**src/rar_alarm_repeat.sv**
```systemverilog
// Purpose: Shared constants and types; alarm repeat counter and value registers on Avalon-MM.
// Assumes: alarm_match is a one-cycle pulse from the neighbouring alarm comparator.
// Notes: Alarm and clock control reset only on por_n; time and date have no reset; everything else on rst_n.
// Behaviour
// RULE1 - Repeat count plus one gives the number of alarm firings.
// RULE2 - Each alarm event decrements the repeat count by one.
// RULE3 - At zero the count wraps to all ones only when chime is on.
// RULE4 - An event at zero with chime off clears the alarm arm bit.
// RULE5 - Software avoids writing alarm fields while enabled and read-unsafe is set.
// RULE6 - Software finishes a read-unsafe guarded read within 32 bus clock cycles.
// RULE7 - Alarm control returns to defaults only on power-on reset.
// RULE8 - Hours tens in bits 29-28, hours units in bits 27-24.
// RULE9 - Minutes tens in bits 22-20, minutes units in bits 19-16.
// RULE10 - Seconds tens in bits 14-12, seconds units in bits 11-8.
// RULE11 - Unused time bits 31-30, 23, 15 and 7-0 read zero.
// RULE12 - Time writes take effect only while value write unlock is set.
// RULE13 - Date holds year, month, day digits and weekday at fixed positions.
// RULE14 - With value write unlock clear, time and date writes are blocked.
// RULE15 - Read-unsafe is clear only beyond 32 cycles from a half-second rollover.
// RULE16 - Time and date start unknown and advance with decimal carries each second.
// RULE17 - Alarm events occur only while armed; only they decrement or disarm.
//
// Design decisions made here: the Avalon-MM register port and the register offsets.
`timescale 1ns/10ps
`default_nettype none

package rar_pkg;
  localparam logic [4:0] ADDR_CLOCK_CONTROL = 5'h00;
  localparam logic [4:0] ADDR_ALARM_CONTROL = 5'h04;
  localparam logic [4:0] ADDR_TIME_VALUE = 5'h08;
  localparam logic [4:0] ADDR_DATE_VALUE = 5'h0C;
  localparam logic [4:0] ADDR_IRQ_STATUS = 5'h10;
  localparam logic [4:0] ADDR_IRQ_MASK = 5'h14;
  localparam int CTL_ENABLE_BIT = 15;
  localparam int CTL_UNLOCK_BIT = 3;
  localparam int CTL_UNSAFE_BIT = 2;
  localparam int CTL_HALF_SEC_BIT = 1;
  localparam int ALM_ARM_BIT = 15;
  localparam int ALM_CHIME_BIT = 14;
  localparam int ALM_PULSE_INIT_BIT = 13;
  localparam int ALM_UNSAFE_BIT = 12;
  localparam int ALM_MASK_LSB = 8;
  localparam int ALM_REPEAT_LSB = 0;
  localparam logic [31:0] TIME_MASK = 32'h3F7F7F00;
  localparam logic [31:0] DATE_MASK = 32'hFF1F3F07;
  localparam logic [31:0] SECONDS_MASK = 32'h00007F00;
  localparam int IRQ_ALARM_BIT = 0;
  localparam int IRQ_SECOND_BIT = 1;
  localparam int IRQ_DISARM_BIT = 2;
  localparam int IRQ_WIDTH = 3;
  localparam logic [7:0] REPEAT_MAX = 8'hFF;
  localparam int CLK_PERIOD_NS = 10;
  localparam int HALF_SEC_MS = 500;
  localparam int HALF_SEC_CYCLES_DEF = HALF_SEC_MS * 1000000 / CLK_PERIOD_NS;
  localparam int UNSAFE_WINDOW_CYCLES = 32;

  typedef struct packed {
    logic [1:0] pad_top;
    logic [1:0] hours_tens;
    logic [3:0] hours_units;
    logic pad_hours;
    logic [2:0] minutes_tens;
    logic [3:0] minutes_units;
    logic pad_minutes;
    logic [2:0] seconds_tens;
    logic [3:0] seconds_units;
    logic [7:0] pad_low;
  } rar_time_t;

  typedef struct packed {
    logic [3:0] years_tens;
    logic [3:0] years_units;
    logic [2:0] pad_year;
    logic months_tens;
    logic [3:0] months_units;
    logic [1:0] pad_month;
    logic [1:0] days_tens;
    logic [3:0] days_units;
    logic [4:0] pad_day;
    logic [2:0] weekday_digit;
  } rar_date_t;

  typedef struct packed {
    logic alarm_arm;
    logic chime;
    logic pulse_init;
    logic [3:0] match_mask;
    logic [7:0] alarm_repeat_count;
  } rar_alarm_t;

  // Steps a two-digit BCD value; bit 8 flags the wrap from last back to first.
  function automatic logic [8:0] rar_bcd_step(input logic [7:0] v, input logic [7:0] last,
                                              input logic [7:0] first);
    if (v == last)
      return {1'b1, first};
    else if (v[3:0] == 4'h9)
      return {1'b0, v[7:4] + 4'h1, 4'h0};
    else
      return {1'b0, v[7:4], v[3:0] + 4'h1};
  endfunction : rar_bcd_step
endpackage : rar_pkg

module rar_alarm_repeat
  import rar_pkg::*;
#(
  parameter int HALF_SEC_CYCLES = HALF_SEC_CYCLES_DEF
)
(
  input wire logic ref_clk,
  input wire logic rst_n,
  input wire logic por_n,
  input wire logic [4:0] avs_address,
  input wire logic avs_read,
  input wire logic avs_write,
  input wire logic [31:0] avs_writedata,
  input wire logic [3:0] avs_byteenable,
  output logic [31:0] avs_readdata,
  output logic avs_waitrequest,
  input wire logic alarm_match,
  output logic irq
);
  // Byte-lane merge of a write into the current contents of a register.
  function automatic logic [31:0] be_merge(input logic [31:0] old, input logic [31:0] data,
                                           input logic [3:0] be);
    logic [31:0] m;
    m = {{8{be[3]}}, {8{be[2]}}, {8{be[1]}}, {8{be[0]}}};
    return (old & ~m) | (data & m);
  endfunction : be_merge

  rar_alarm_t alarm;
  rar_alarm_t next_alarm;
  rar_time_t time_q;
  rar_date_t date_q;
  logic clk_enable;
  logic value_write_unlock;
  logic half_sec;
  logic [31:0] presc;
  logic [IRQ_WIDTH-1:0] irq_status;
  logic [IRQ_WIDTH-1:0] irq_mask;

  // Bus decode.
  wire bus_req = avs_read || avs_write;
  wire wr_hit = avs_write && !avs_waitrequest;
  wire hit_ctl = (avs_address == ADDR_CLOCK_CONTROL);
  wire hit_alm = (avs_address == ADDR_ALARM_CONTROL);
  wire hit_time = (avs_address == ADDR_TIME_VALUE);
  wire hit_date = (avs_address == ADDR_DATE_VALUE);
  wire hit_sts = (avs_address == ADDR_IRQ_STATUS);
  wire hit_msk = (avs_address == ADDR_IRQ_MASK);
  wire wr_ctl = wr_hit && hit_ctl;
  wire wr_alm = wr_hit && hit_alm;
  wire wr_time = wr_hit && hit_time && value_write_unlock; // RULE12 RULE14
  wire wr_date = wr_hit && hit_date && value_write_unlock; // RULE14
  wire wr_sts = wr_hit && hit_sts;
  wire wr_msk = wr_hit && hit_msk;
  wire [31:0] be_mask = be_merge(32'h00000000, 32'hFFFFFFFF, avs_byteenable);
  wire wr_seconds = wr_time && ((be_mask & SECONDS_MASK) != 32'h00000000);

  // Prescaler and the read-unsafe window ahead of each half-second rollover.
  wire half_tick = clk_enable && (presc == 32'(HALF_SEC_CYCLES - 1));
  wire sec_tick = half_tick && half_sec;
  wire [31:0] to_rollover = 32'(HALF_SEC_CYCLES) - presc;
  wire alarm_read_unsafe = clk_enable && (to_rollover <= 32'(UNSAFE_WINDOW_CYCLES)); // RULE15

  // Alarm events need the arm bit and a running clock.
  wire alarm_event = alarm_match && alarm.alarm_arm && clk_enable; // RULE17
  wire repeat_zero = (alarm.alarm_repeat_count == 8'h00);
  wire auto_disarm = alarm_event && repeat_zero && !alarm.chime; // RULE4

  // Register read words.
  wire [31:0] ctl_word = (32'(clk_enable) << CTL_ENABLE_BIT) |
                         (32'(value_write_unlock) << CTL_UNLOCK_BIT) |
                         (32'(alarm_read_unsafe) << CTL_UNSAFE_BIT) |
                         (32'(half_sec) << CTL_HALF_SEC_BIT);
  wire [31:0] alm_word = (32'(alarm.alarm_arm) << ALM_ARM_BIT) |
                         (32'(alarm.chime) << ALM_CHIME_BIT) |
                         (32'(alarm.pulse_init) << ALM_PULSE_INIT_BIT) |
                         (32'(alarm_read_unsafe) << ALM_UNSAFE_BIT) |
                         (32'(alarm.match_mask) << ALM_MASK_LSB) |
                         (32'(alarm.alarm_repeat_count) << ALM_REPEAT_LSB);
  wire [31:0] read_word = hit_ctl ? ctl_word :
                          hit_alm ? alm_word :
                          hit_time ? (32'(time_q) & TIME_MASK) : // RULE11
                          hit_date ? (32'(date_q) & DATE_MASK) :
                          hit_sts ? 32'(irq_status) :
                          hit_msk ? 32'(irq_mask) : 32'h00000000;
  wire [31:0] ctl_merged = be_merge(ctl_word, avs_writedata, avs_byteenable);
  wire [31:0] alm_merged = be_merge(alm_word, avs_writedata, avs_byteenable);
  wire [31:0] time_merged = be_merge(32'(time_q), avs_writedata, avs_byteenable);
  wire [31:0] date_merged = be_merge(32'(date_q), avs_writedata, avs_byteenable);
  wire [IRQ_WIDTH-1:0] sts_clear = wr_sts ? IRQ_WIDTH'(avs_writedata & be_mask) : '0;
  wire [IRQ_WIDTH-1:0] sts_set = IRQ_WIDTH'((32'(alarm_event) << IRQ_ALARM_BIT) |
                                            (32'(sec_tick) << IRQ_SECOND_BIT) |
                                            (32'(auto_disarm) << IRQ_DISARM_BIT));
  wire [IRQ_WIDTH-1:0] next_status = (irq_status & ~sts_clear) | sts_set;
  wire [IRQ_WIDTH-1:0] next_mask = wr_msk ? IRQ_WIDTH'(avs_writedata & be_mask) : irq_mask;

  // A hardware event wins over a software write landing in the same cycle.
  always_comb
  begin
    next_alarm = alarm;
    if (alarm_event)
    begin
      if (!repeat_zero)
        next_alarm.alarm_repeat_count = alarm.alarm_repeat_count - 8'h01; // RULE1 RULE2
      else if (alarm.chime)
        next_alarm.alarm_repeat_count = REPEAT_MAX; // RULE3
      if (auto_disarm)
        next_alarm.alarm_arm = 1'b0; // RULE4
    end
    else if (wr_alm)
    begin
      next_alarm.alarm_arm = alm_merged[ALM_ARM_BIT];
      next_alarm.chime = alm_merged[ALM_CHIME_BIT];
      if (!alarm.alarm_arm)
        next_alarm.pulse_init = alm_merged[ALM_PULSE_INIT_BIT];
      next_alarm.match_mask = alm_merged[ALM_MASK_LSB +: 4];
      next_alarm.alarm_repeat_count = alm_merged[ALM_REPEAT_LSB +: 8];
    end
  end

  // Only power-on reset touches the alarm and clock control state.
  always_ff @(posedge ref_clk)
  begin
    if (!por_n)
      alarm <= '0; // RULE7
    else
      alarm <= next_alarm;
  end

  always_ff @(posedge ref_clk)
  begin
    if (!por_n)
    begin
      clk_enable <= 1'b0;
      value_write_unlock <= 1'b0;
    end
    else if (wr_ctl)
    begin
      if (value_write_unlock)
        clk_enable <= ctl_merged[CTL_ENABLE_BIT];
      value_write_unlock <= ctl_merged[CTL_UNLOCK_BIT];
    end
  end

  // A seconds write restarts the second so the new value holds a full second.
  always_ff @(posedge ref_clk)
  begin
    if (!rst_n || wr_seconds || half_tick)
      presc <= 32'h00000000;
    else if (clk_enable)
      presc <= presc + 32'h00000001;
  end

  always_ff @(posedge ref_clk)
  begin
    if (!rst_n || wr_seconds)
      half_sec <= 1'b0;
    else if (half_tick)
      half_sec <= !half_sec;
  end

  rar_calendar u_calendar (
    .ref_clk(ref_clk),
    .sec_tick(sec_tick),
    .time_wr(wr_time),
    .date_wr(wr_date),
    .time_wdata(time_merged),
    .date_wdata(date_merged),
    .time_q(time_q),
    .date_q(date_q)
  );

  // Status bits are sticky; a set in the clearing cycle survives.
  always_ff @(posedge ref_clk)
  begin
    if (!rst_n)
    begin
      irq_status <= '0;
      irq_mask <= '0;
      irq <= 1'b0;
    end
    else
    begin
      irq_status <= next_status;
      irq_mask <= next_mask;
      irq <= |(next_status & next_mask);
    end
  end

  // One wait cycle per access: data is latched on the same edge that waitrequest drops for one cycle.
  always_ff @(posedge ref_clk)
  begin
    if (!rst_n)
    begin
      avs_waitrequest <= 1'b1;
      avs_readdata <= 32'h00000000;
    end
    else
    begin
      avs_waitrequest <= !(bus_req && avs_waitrequest);
      if (avs_read && avs_waitrequest)
        avs_readdata <= read_word;
    end
  end

  a_repeat_decrement: assert property (@(posedge ref_clk) disable iff (!por_n)
    alarm_event && !repeat_zero |=> alarm.alarm_repeat_count == $past(alarm.alarm_repeat_count) - 8'h01) // RULE2
    else $error("repeat count did not decrement");

  a_repeat_wrap: assert property (@(posedge ref_clk) disable iff (!por_n)
    alarm_event && repeat_zero && alarm.chime |=> alarm.alarm_repeat_count == 8'hFF && alarm.alarm_arm) // RULE3
    else $error("repeat count did not wrap with chime");

  a_disarm_at_zero: assert property (@(posedge ref_clk) disable iff (!por_n)
    alarm_event && repeat_zero && !alarm.chime |=> alarm.alarm_repeat_count == 8'h00 && !alarm.alarm_arm) // RULE4
    else $error("alarm not disarmed at zero count");

  a_unarmed_quiet: assert property (@(posedge ref_clk) disable iff (!por_n)
    !alarm.alarm_arm && !wr_alm |=> $stable(alarm.alarm_repeat_count) && !alarm.alarm_arm) // RULE17
    else $error("unarmed alarm changed its state");

  a_por_only_reset: assert property (@(posedge ref_clk) disable iff (!por_n)
    !rst_n && !alarm_event && !wr_alm |=> $stable(alarm)) // RULE7
    else $error("alarm control changed under plain reset");

  a_time_locked: assert property (@(posedge ref_clk) disable iff (!rst_n)
    wr_hit && (hit_time || hit_date) && !value_write_unlock && !sec_tick |=> $stable(time_q) && $stable(date_q)) // RULE12
    else $error("locked value register accepted a write");

  a_time_zero_bits: assert property (@(posedge ref_clk) disable iff (!rst_n)
    avs_read && avs_waitrequest && hit_time |=> (avs_readdata & ~TIME_MASK) == 32'h00000000) // RULE11
    else $error("unused time bits read non-zero");

  a_unsafe_window: assert property (@(posedge ref_clk) disable iff (!rst_n)
    !alarm_read_unsafe && !wr_seconds |-> !half_tick [*8]) // RULE15
    else $error("rollover inside read-safe window");

  a_bus_answer: assert property (@(posedge ref_clk) disable iff (!rst_n)
    bus_req && avs_waitrequest |=> !avs_waitrequest ##1 avs_waitrequest)
    else $error("bus answer not one cycle after request");

  a_irq_level: assert property (@(posedge ref_clk) disable iff (!rst_n)
    ##1 irq == |(irq_status & irq_mask))
    else $error("interrupt out of step with status and mask");

  a_status_set_wins: assert property (@(posedge ref_clk) disable iff (!rst_n)
    alarm_event && wr_sts && avs_writedata[IRQ_ALARM_BIT] |=> irq_status[IRQ_ALARM_BIT])
    else $error("alarm status lost to a same-cycle clear");
endmodule : rar_alarm_repeat

`default_nettype wire

```
**src/rar_calendar.sv**
```systemverilog
// Purpose: BCD time and date counter behind the value registers.
// Assumes: One clock; sec_tick is a one-cycle pulse on that clock.
// Notes: The time and date fields have no reset, so they read unknown until written.
`timescale 1ns/10ps
`default_nettype none

module rar_calendar
  import rar_pkg::*;
(
  input wire logic ref_clk,
  input wire logic sec_tick,
  input wire logic time_wr,
  input wire logic date_wr,
  input wire logic [31:0] time_wdata,
  input wire logic [31:0] date_wdata,
  output rar_time_t time_q,
  output rar_date_t date_q
);
  rar_time_t next_time;
  rar_date_t next_date;
  logic [8:0] sec_s, min_s, hour_s, day_s, mon_s, year_s;
  logic leap;
  logic [7:0] month_bcd;
  logic [7:0] last_day;

  assign month_bcd = {3'h0, date_q.months_tens, date_q.months_units};
  assign leap = date_q.years_tens[0] ?
                (date_q.years_units == 4'h2 || date_q.years_units == 4'h6) :
                (date_q.years_units == 4'h0 || date_q.years_units == 4'h4 ||
                 date_q.years_units == 4'h8);
  assign last_day = (month_bcd == 8'h02) ? (leap ? 8'h29 : 8'h28) :
                    (month_bcd == 8'h04 || month_bcd == 8'h06 || month_bcd == 8'h09 ||
                     month_bcd == 8'h11) ? 8'h30 : 8'h31;

  // Decimal carries ripple seconds to minutes to hours to days to months to years.
  assign sec_s = rar_bcd_step({1'b0, time_q.seconds_tens, time_q.seconds_units}, 8'h59, 8'h00); // RULE16
  assign min_s = rar_bcd_step({1'b0, time_q.minutes_tens, time_q.minutes_units}, 8'h59, 8'h00);
  assign hour_s = rar_bcd_step({2'h0, time_q.hours_tens, time_q.hours_units}, 8'h23, 8'h00);
  assign day_s = rar_bcd_step({2'h0, date_q.days_tens, date_q.days_units}, last_day, 8'h01);
  assign mon_s = rar_bcd_step(month_bcd, 8'h12, 8'h01);
  assign year_s = rar_bcd_step({date_q.years_tens, date_q.years_units}, 8'h99, 8'h00);

  always_comb
  begin
    next_time = time_q;
    next_date = date_q;
    next_time.seconds_tens = sec_s[6:4];
    next_time.seconds_units = sec_s[3:0];
    if (sec_s[8])
    begin
      next_time.minutes_tens = min_s[6:4];
      next_time.minutes_units = min_s[3:0];
    end
    if (sec_s[8] && min_s[8])
    begin
      next_time.hours_tens = hour_s[5:4];
      next_time.hours_units = hour_s[3:0];
    end
    if (sec_s[8] && min_s[8] && hour_s[8])
    begin
      next_date.days_tens = day_s[5:4];
      next_date.days_units = day_s[3:0];
      next_date.weekday_digit = (date_q.weekday_digit == 3'h6) ? 3'h0 :
                                date_q.weekday_digit + 3'h1;
      if (day_s[8])
      begin
        next_date.months_tens = mon_s[4];
        next_date.months_units = mon_s[3:0];
        if (mon_s[8])
        begin
          next_date.years_tens = year_s[7:4];
          next_date.years_units = year_s[3:0];
        end
      end
    end
  end

  // Unused bit positions are forced to zero on every write and carried unchanged by second ticks.
  always_ff @(posedge ref_clk)
  begin
    if (time_wr)
      time_q <= rar_time_t'(time_wdata & TIME_MASK); // RULE8 RULE9 RULE10 RULE11
    else if (sec_tick)
      time_q <= next_time;
  end

  always_ff @(posedge ref_clk)
  begin
    if (date_wr)
      date_q <= rar_date_t'(date_wdata & DATE_MASK); // RULE13
    else if (sec_tick)
      date_q <= next_date;
  end
endmodule : rar_calendar

`default_nettype wire

```
**config.mk**
```make
export PLATFORM = sky130hd
export DESIGN_NAME = rar_alarm_repeat
export DESIGN_NICKNAME = d
export VERILOG_FILES = /design/src/rar_alarm_repeat.sv /design/src/rar_calendar.sv
export SDC_FILE = /design/constraint.sdc
export NUM_CORES = 1
export LEC_CHECK = 0
export BUFFER_PORTS_ARGS = -buffer_cell sky130_fd_sc_hd__buf_2
export CAP_MARGIN = 20
export CORE_UTILIZATION = 60
export DETAILED_ROUTE_END_ITERATION = 10
export GPL_ROUTABILITY_DRIVEN = 0
export GPL_TIMING_DRIVEN = 0
export PLACE_DENSITY = 0.79
export SYNTH_ARGS = -nofsm -noshare
export SYNTH_HDL_FRONTEND = slang
export SYNTH_SLANG_ARGS = --single-unit
```
**constraint.sdc**
```tcl
create_clock -name ref_clk -period 8 [get_ports ref_clk]
set_input_delay 1.6 -clock ref_clk [delete_from_list [all_inputs] [get_ports ref_clk]]
set_output_delay 1.6 -clock ref_clk [all_outputs]
set_load 0.01 [all_outputs]
```
==> After elaboration in Yosys (flattened, before gate mapping) <==
Index checks and enable logic that the tools add are counted.
Widths: inputs -> output; s select.
{ "word_totals": {"register_bits": 132, "input_bits": 47, "output_inout_bits": 34, "word_cells": 214} }
{ "classes": {"add_sub_neg": 16, "order_cmp": 1, "eq_ne": 30, "muxes": 45, "bitwise": 26, "reduce_logical": 69} }
{ "ops": {"columns": ["cell", "n"], "rows": [
  ["$mux 32", 6],
  ["$mux 8", 14],
  ["$and 32x32->32", 2],
  ["$mux 30", 2],
  ["$mux 9", 5],
  ["$add 32x1->32 const B", 1],
  ["$and 16x16->16", 2],
  ["$eq 32x26->1 const B", 1],
  ["$le 32x6->1 const B", 1],
  ["$not 32->32", 1],
  ["$or 16x16->16", 2],
  ["$or 32x32->32", 1],
  ["$sub 26x32->32 const A", 1],
  ["$and 30x30->30", 1],
  ["$or 30x30->30", 1],
  ["$add 4x1->4 const B", 7],
  ["$eq 4x4->1 const B", 7],
  ["$logic_and 1x1->1", 21],
  ["$eq 5x5->1 const B", 4],
  ["$mux 3", 6],
  ["$reduce_bool 3->1", 6],
  ["$or 16x12->16", 1],
  ["$or 16x13->16", 1],
  ["$or 16x14->16", 1],
  ["other kinds (44)", 92]
]} }

==> Logic depth before layout (Yosys ltp) <==
{ "depth": {"depth_word": 12, "mapped_depth": 10, "ltp_nobuf": 10} }

==> Cells and area by module <==
Synthesis repeated with hierarchy kept, for this count alone.
{ "hier_totals": {"hier_cells": 1148, "hier_area_um2": 9023.7} }
{ "modules_own_cells": {"columns": ["module", "n_inst", "cells_each", "area_each_um2", "seq_area_each_um2"], "rows": [
  ["rar_alarm_repeat", 1, 846, 6073.3, 1781.7],
  ["rar_calendar", 1, 302, 2950.3, 1261.2]
]} }

==> Worst setup path after synthesis <==
Ideal clock, no wire load.
{ "synth_path": {"path_type": "input-to-reg", "from": "input port avs_address[1]", "to": "register with a tool-made name", "setup_time_ns": 0.347, "arrival_time_ns": 3.344, "required_ns": 7.653, "slack_ns": 4.309, "path_stages": 7, "path_buffers": 1, "cell_sequence": "nor3_1 -> nand2_1 -> nor4_1 -> clkbuf_1 -> nand2_1 -> nand2_1 -> a21boi_0"} }
{ "synth_rtl": {"columns": ["element", "line", "rtl"], "rows": [
  ["start: declaration", "rar_alarm_repeat.sv:112", "input wire logic [4:0] avs_address,"]
]} }

==> results.json <==
{
  "die_y_um": 117,
  "synthXorXnorAreaFrac_pct": 5.61,
  "via_per_inst": 6.22,
  "ys_types": 76,
  "post-cts-setup-buffer-count": 0,
  "hp-class": "reg -> reg",
  "worstPathRequired_ps": 8080,
  "final_util_pct": 71.8,
  "ys_seq_area_share_pct": 38.2,
  "grt_pass1_vias": 6729,
  "area_delta_synth_final_pct": 15.2,
  "routed_wl_mm": 22.4,
  "cts_tree": "built",
  "slew_headroom_pct": 41.8,
  "drt_iter0_markers": 904,
  "path_clk_slew_ps": 60,
  "swShare_pct": 23.1,
  "io_pins": 81,
  "num_vias": 7677,
  "synth_seq_cells": 131,
  "status": "finished, final reports clean",
  "synth_top_family_by_area": "simple AND/OR/NAND/NOR gates",
  "place_area_um2": 8560,
  "antenna_found_initial": 0,
  "tns_ps": 0,
  "period_share_pct": 52.4,
  "clockPowerShare_pct": 52.1,
  "avgSynthCellArea_um2": 8.34,
  "post_synth_most_frequent_cells": "nand2_1 (105), dfxtp_1 (89), nor2_1 (70), nand3_1 (67), o21ai_0 (59)",
  "p_comb_share_pct": 3.8,
  "die_w_um": 117,
  "grt_overflow_total": 0,
  "netlist_area_um2": 7960,
  "nets": 1113,
  "die-area_um2": 13700,
  "async_flop_share_pct": 0,
  "grt_use_total_pct": 34.0,
  "nFillCells": 990,
  "min_period_ps": 4190,
  "ctsRootBufferMaster": "clkbuf_16",
  "synth_area_leaders": "dfxtp_1 (22%), edfxtp_1 (16%), nand2_1 (5.0%)",
  "setup-violations-final": 0,
  "synth_top_area_share_pct": 22.4,
  "synth-compound-area-share_pct": 18.8,
  "worstSetupPathType": "in -> reg",
  "synthCells": 954,
  "worstSkewPairLatency_ps": 430,
  "total_power_w": 0.00155,
  "finalMaxSlewViolations": 0,
  "wl_per_cell_um": 18.1,
  "grt_start_max_net_pins": 17,
  "postCtsResizedCells": 0,
  "netSwitchingPower_w": 0.000359,
  "hold_buffers": 0,
  "crit_fanout": 10,
  "antenna_cells": 0,
  "fin_worst_skew_ps": 11.6,
  "leakage_nw": 3.28,
  "synth_nets": 1017,
  "cp-start-kind": "primary input",
  "numCtsBuffers": 17,
  "ir_worst_vdd_v": 0.000132,
  "synth-warning-count": 0,
  "multi_input_area_um2": 4510,
  "rsz0062_at_grt": "no",
  "core_um2": 12800,
  "ant_nets": 0,
  "drc": 0,
  "seqCellArea_um2": 3040,
  "start_util_pct": 62.3,
  "synth_adder_area_share_pct": 2.52,
  "ys.flop_type": "dfxtp_1",
  "final_area_um2": 9170,
  "drt_pass1_iterations": 6,
  "synthMuxAreaShare_pct": 3.62,
  "grt_pass1_wl_mm": 35.0,
  "hold_violations": 0,
  "htreeDepth": 4,
  "cp-end-kind": "register",
  "synth.most_common_cell": "nand2_1",
  "cap_violations": 0,
  "p_seq_share_pct": 44.1,
  "synthSimpleGateAreaFrac_pct": 26.1,
  "cp.arrival_ps": 4270,
  "clockBufferDepth": 2,
  "post-dp-hpwl_mm": 16.4,
  "io_buffers": 77,
  "synth_edf_count": 42,
  "fp-row-count": 41,
  "p_int_w": 0.00119,
  "worst_pin_slew_ps": 864,
  "max_freq_mhz": 239,
  "powerDensity_nw_per_um2": 169,
  "drive_above_1_share_pct": 13.5,
  "synth_top_cell_by_area": "dfxtp_1",
  "clock-sinks": 131
}
[cells by family after synthesis]
family / Yosys count
multiplexers: 28
flip-flops: 131
buffers and inverters: 94
XOR/XNOR: 51
other: 1
AND/OR/NAND/NOR: 405
adder cells (fa/ha/maj): 16
AO/OA/AOI/OAI: 228
[routing by layer]
layer	up-vias	GRT usage, %	wire (um)
met4	0	14.7	727
met5	-	0	0
met1	3594	48.5	9890
met3	54	6.18	2070
met2	397	50.2	9680
li1	3632	-	-
[area by class of cell]
cell class / count / area share, %
clock inverters: 13 / 1.60
clock buffers: 19 / 5.06
repair buffers: 77 / 4.20
inverters: 29 / 1.19
flip-flops and latches: 131 / 33.2
plain buffers: 65 / 3.21
well taps: 172 / 2.35
multi-input cells: 729 / 49.2
[through the flow]
stage	setup WS, ps	cells	hold WS [ps]
5_1_grt	3570	1235	486
2_1_floorplan	4310	954	443
3_5_place_dp	3430	1203	456
3_3_place_gp	3470	1203	449
4_1_cts	3860	1235	463
6_report	3810	1235	461
[critical path, stage by stage]
cell      delay [ps]
buf_2            110
nor3_1           410
nand2_1          280
nor4_1           590
clkbuf_1         540
nand2_1          110
nand2_1          210
a21boi_0         410
[power by group through the flow]
stage / registers, W / logic, W / clock network [W]
floorplan: 0.000699 / 0.0000277 / 0
global placement: 0.000699 / 0.0000573 / 0
detailed placement: 0.000699 / 0.0000575 / 0
CTS: 0.000684 / 0.0000577 / 0.000807
global route: 0.000684 / 0.0000631 / 0.000834
finish: 0.000684 / 0.0000593 / 0.000808
[final timing paths]
path,start,to,slack [ps],cells after the start
worst max-delay path,avs_address[1],register,3810,8
worst max register to register,register,register,4600,10
worst min-delay path,avs_readdata[15]$_SDFFE_PN0P_,avs_readdata[15]$_SDFFE_PN0P_,460,2
worst min register to register,avs_readdata[15]$_SDFFE_PN0P_,avs_readdata[15]$_SDFFE_PN0P_,460,2
[placed cells by master (no fill, tap or decap), types with 9 or more instances in the layout]
cell       count
mux2i_1       25
o21ai_0       59
xor2_1        20
and2_1        11
clkbuf_1      47
edfxtp_1      42
a22oi_1       12
xnor2_1       31
o31ai_1       20
ha_1          16
nor3_1        27
dfxtp_1       89
clkbuf_16     18
a21oi_1       54
buf_2         81
nand3_1       67
nor4_1         9
nand4_1       11
a21boi_0      21
nand2b_1       9
or3_1         11
nand2_1      105
nor2b_1       38
nor2_1        70
inv_1         29
(Power assumes the default switching activity.)
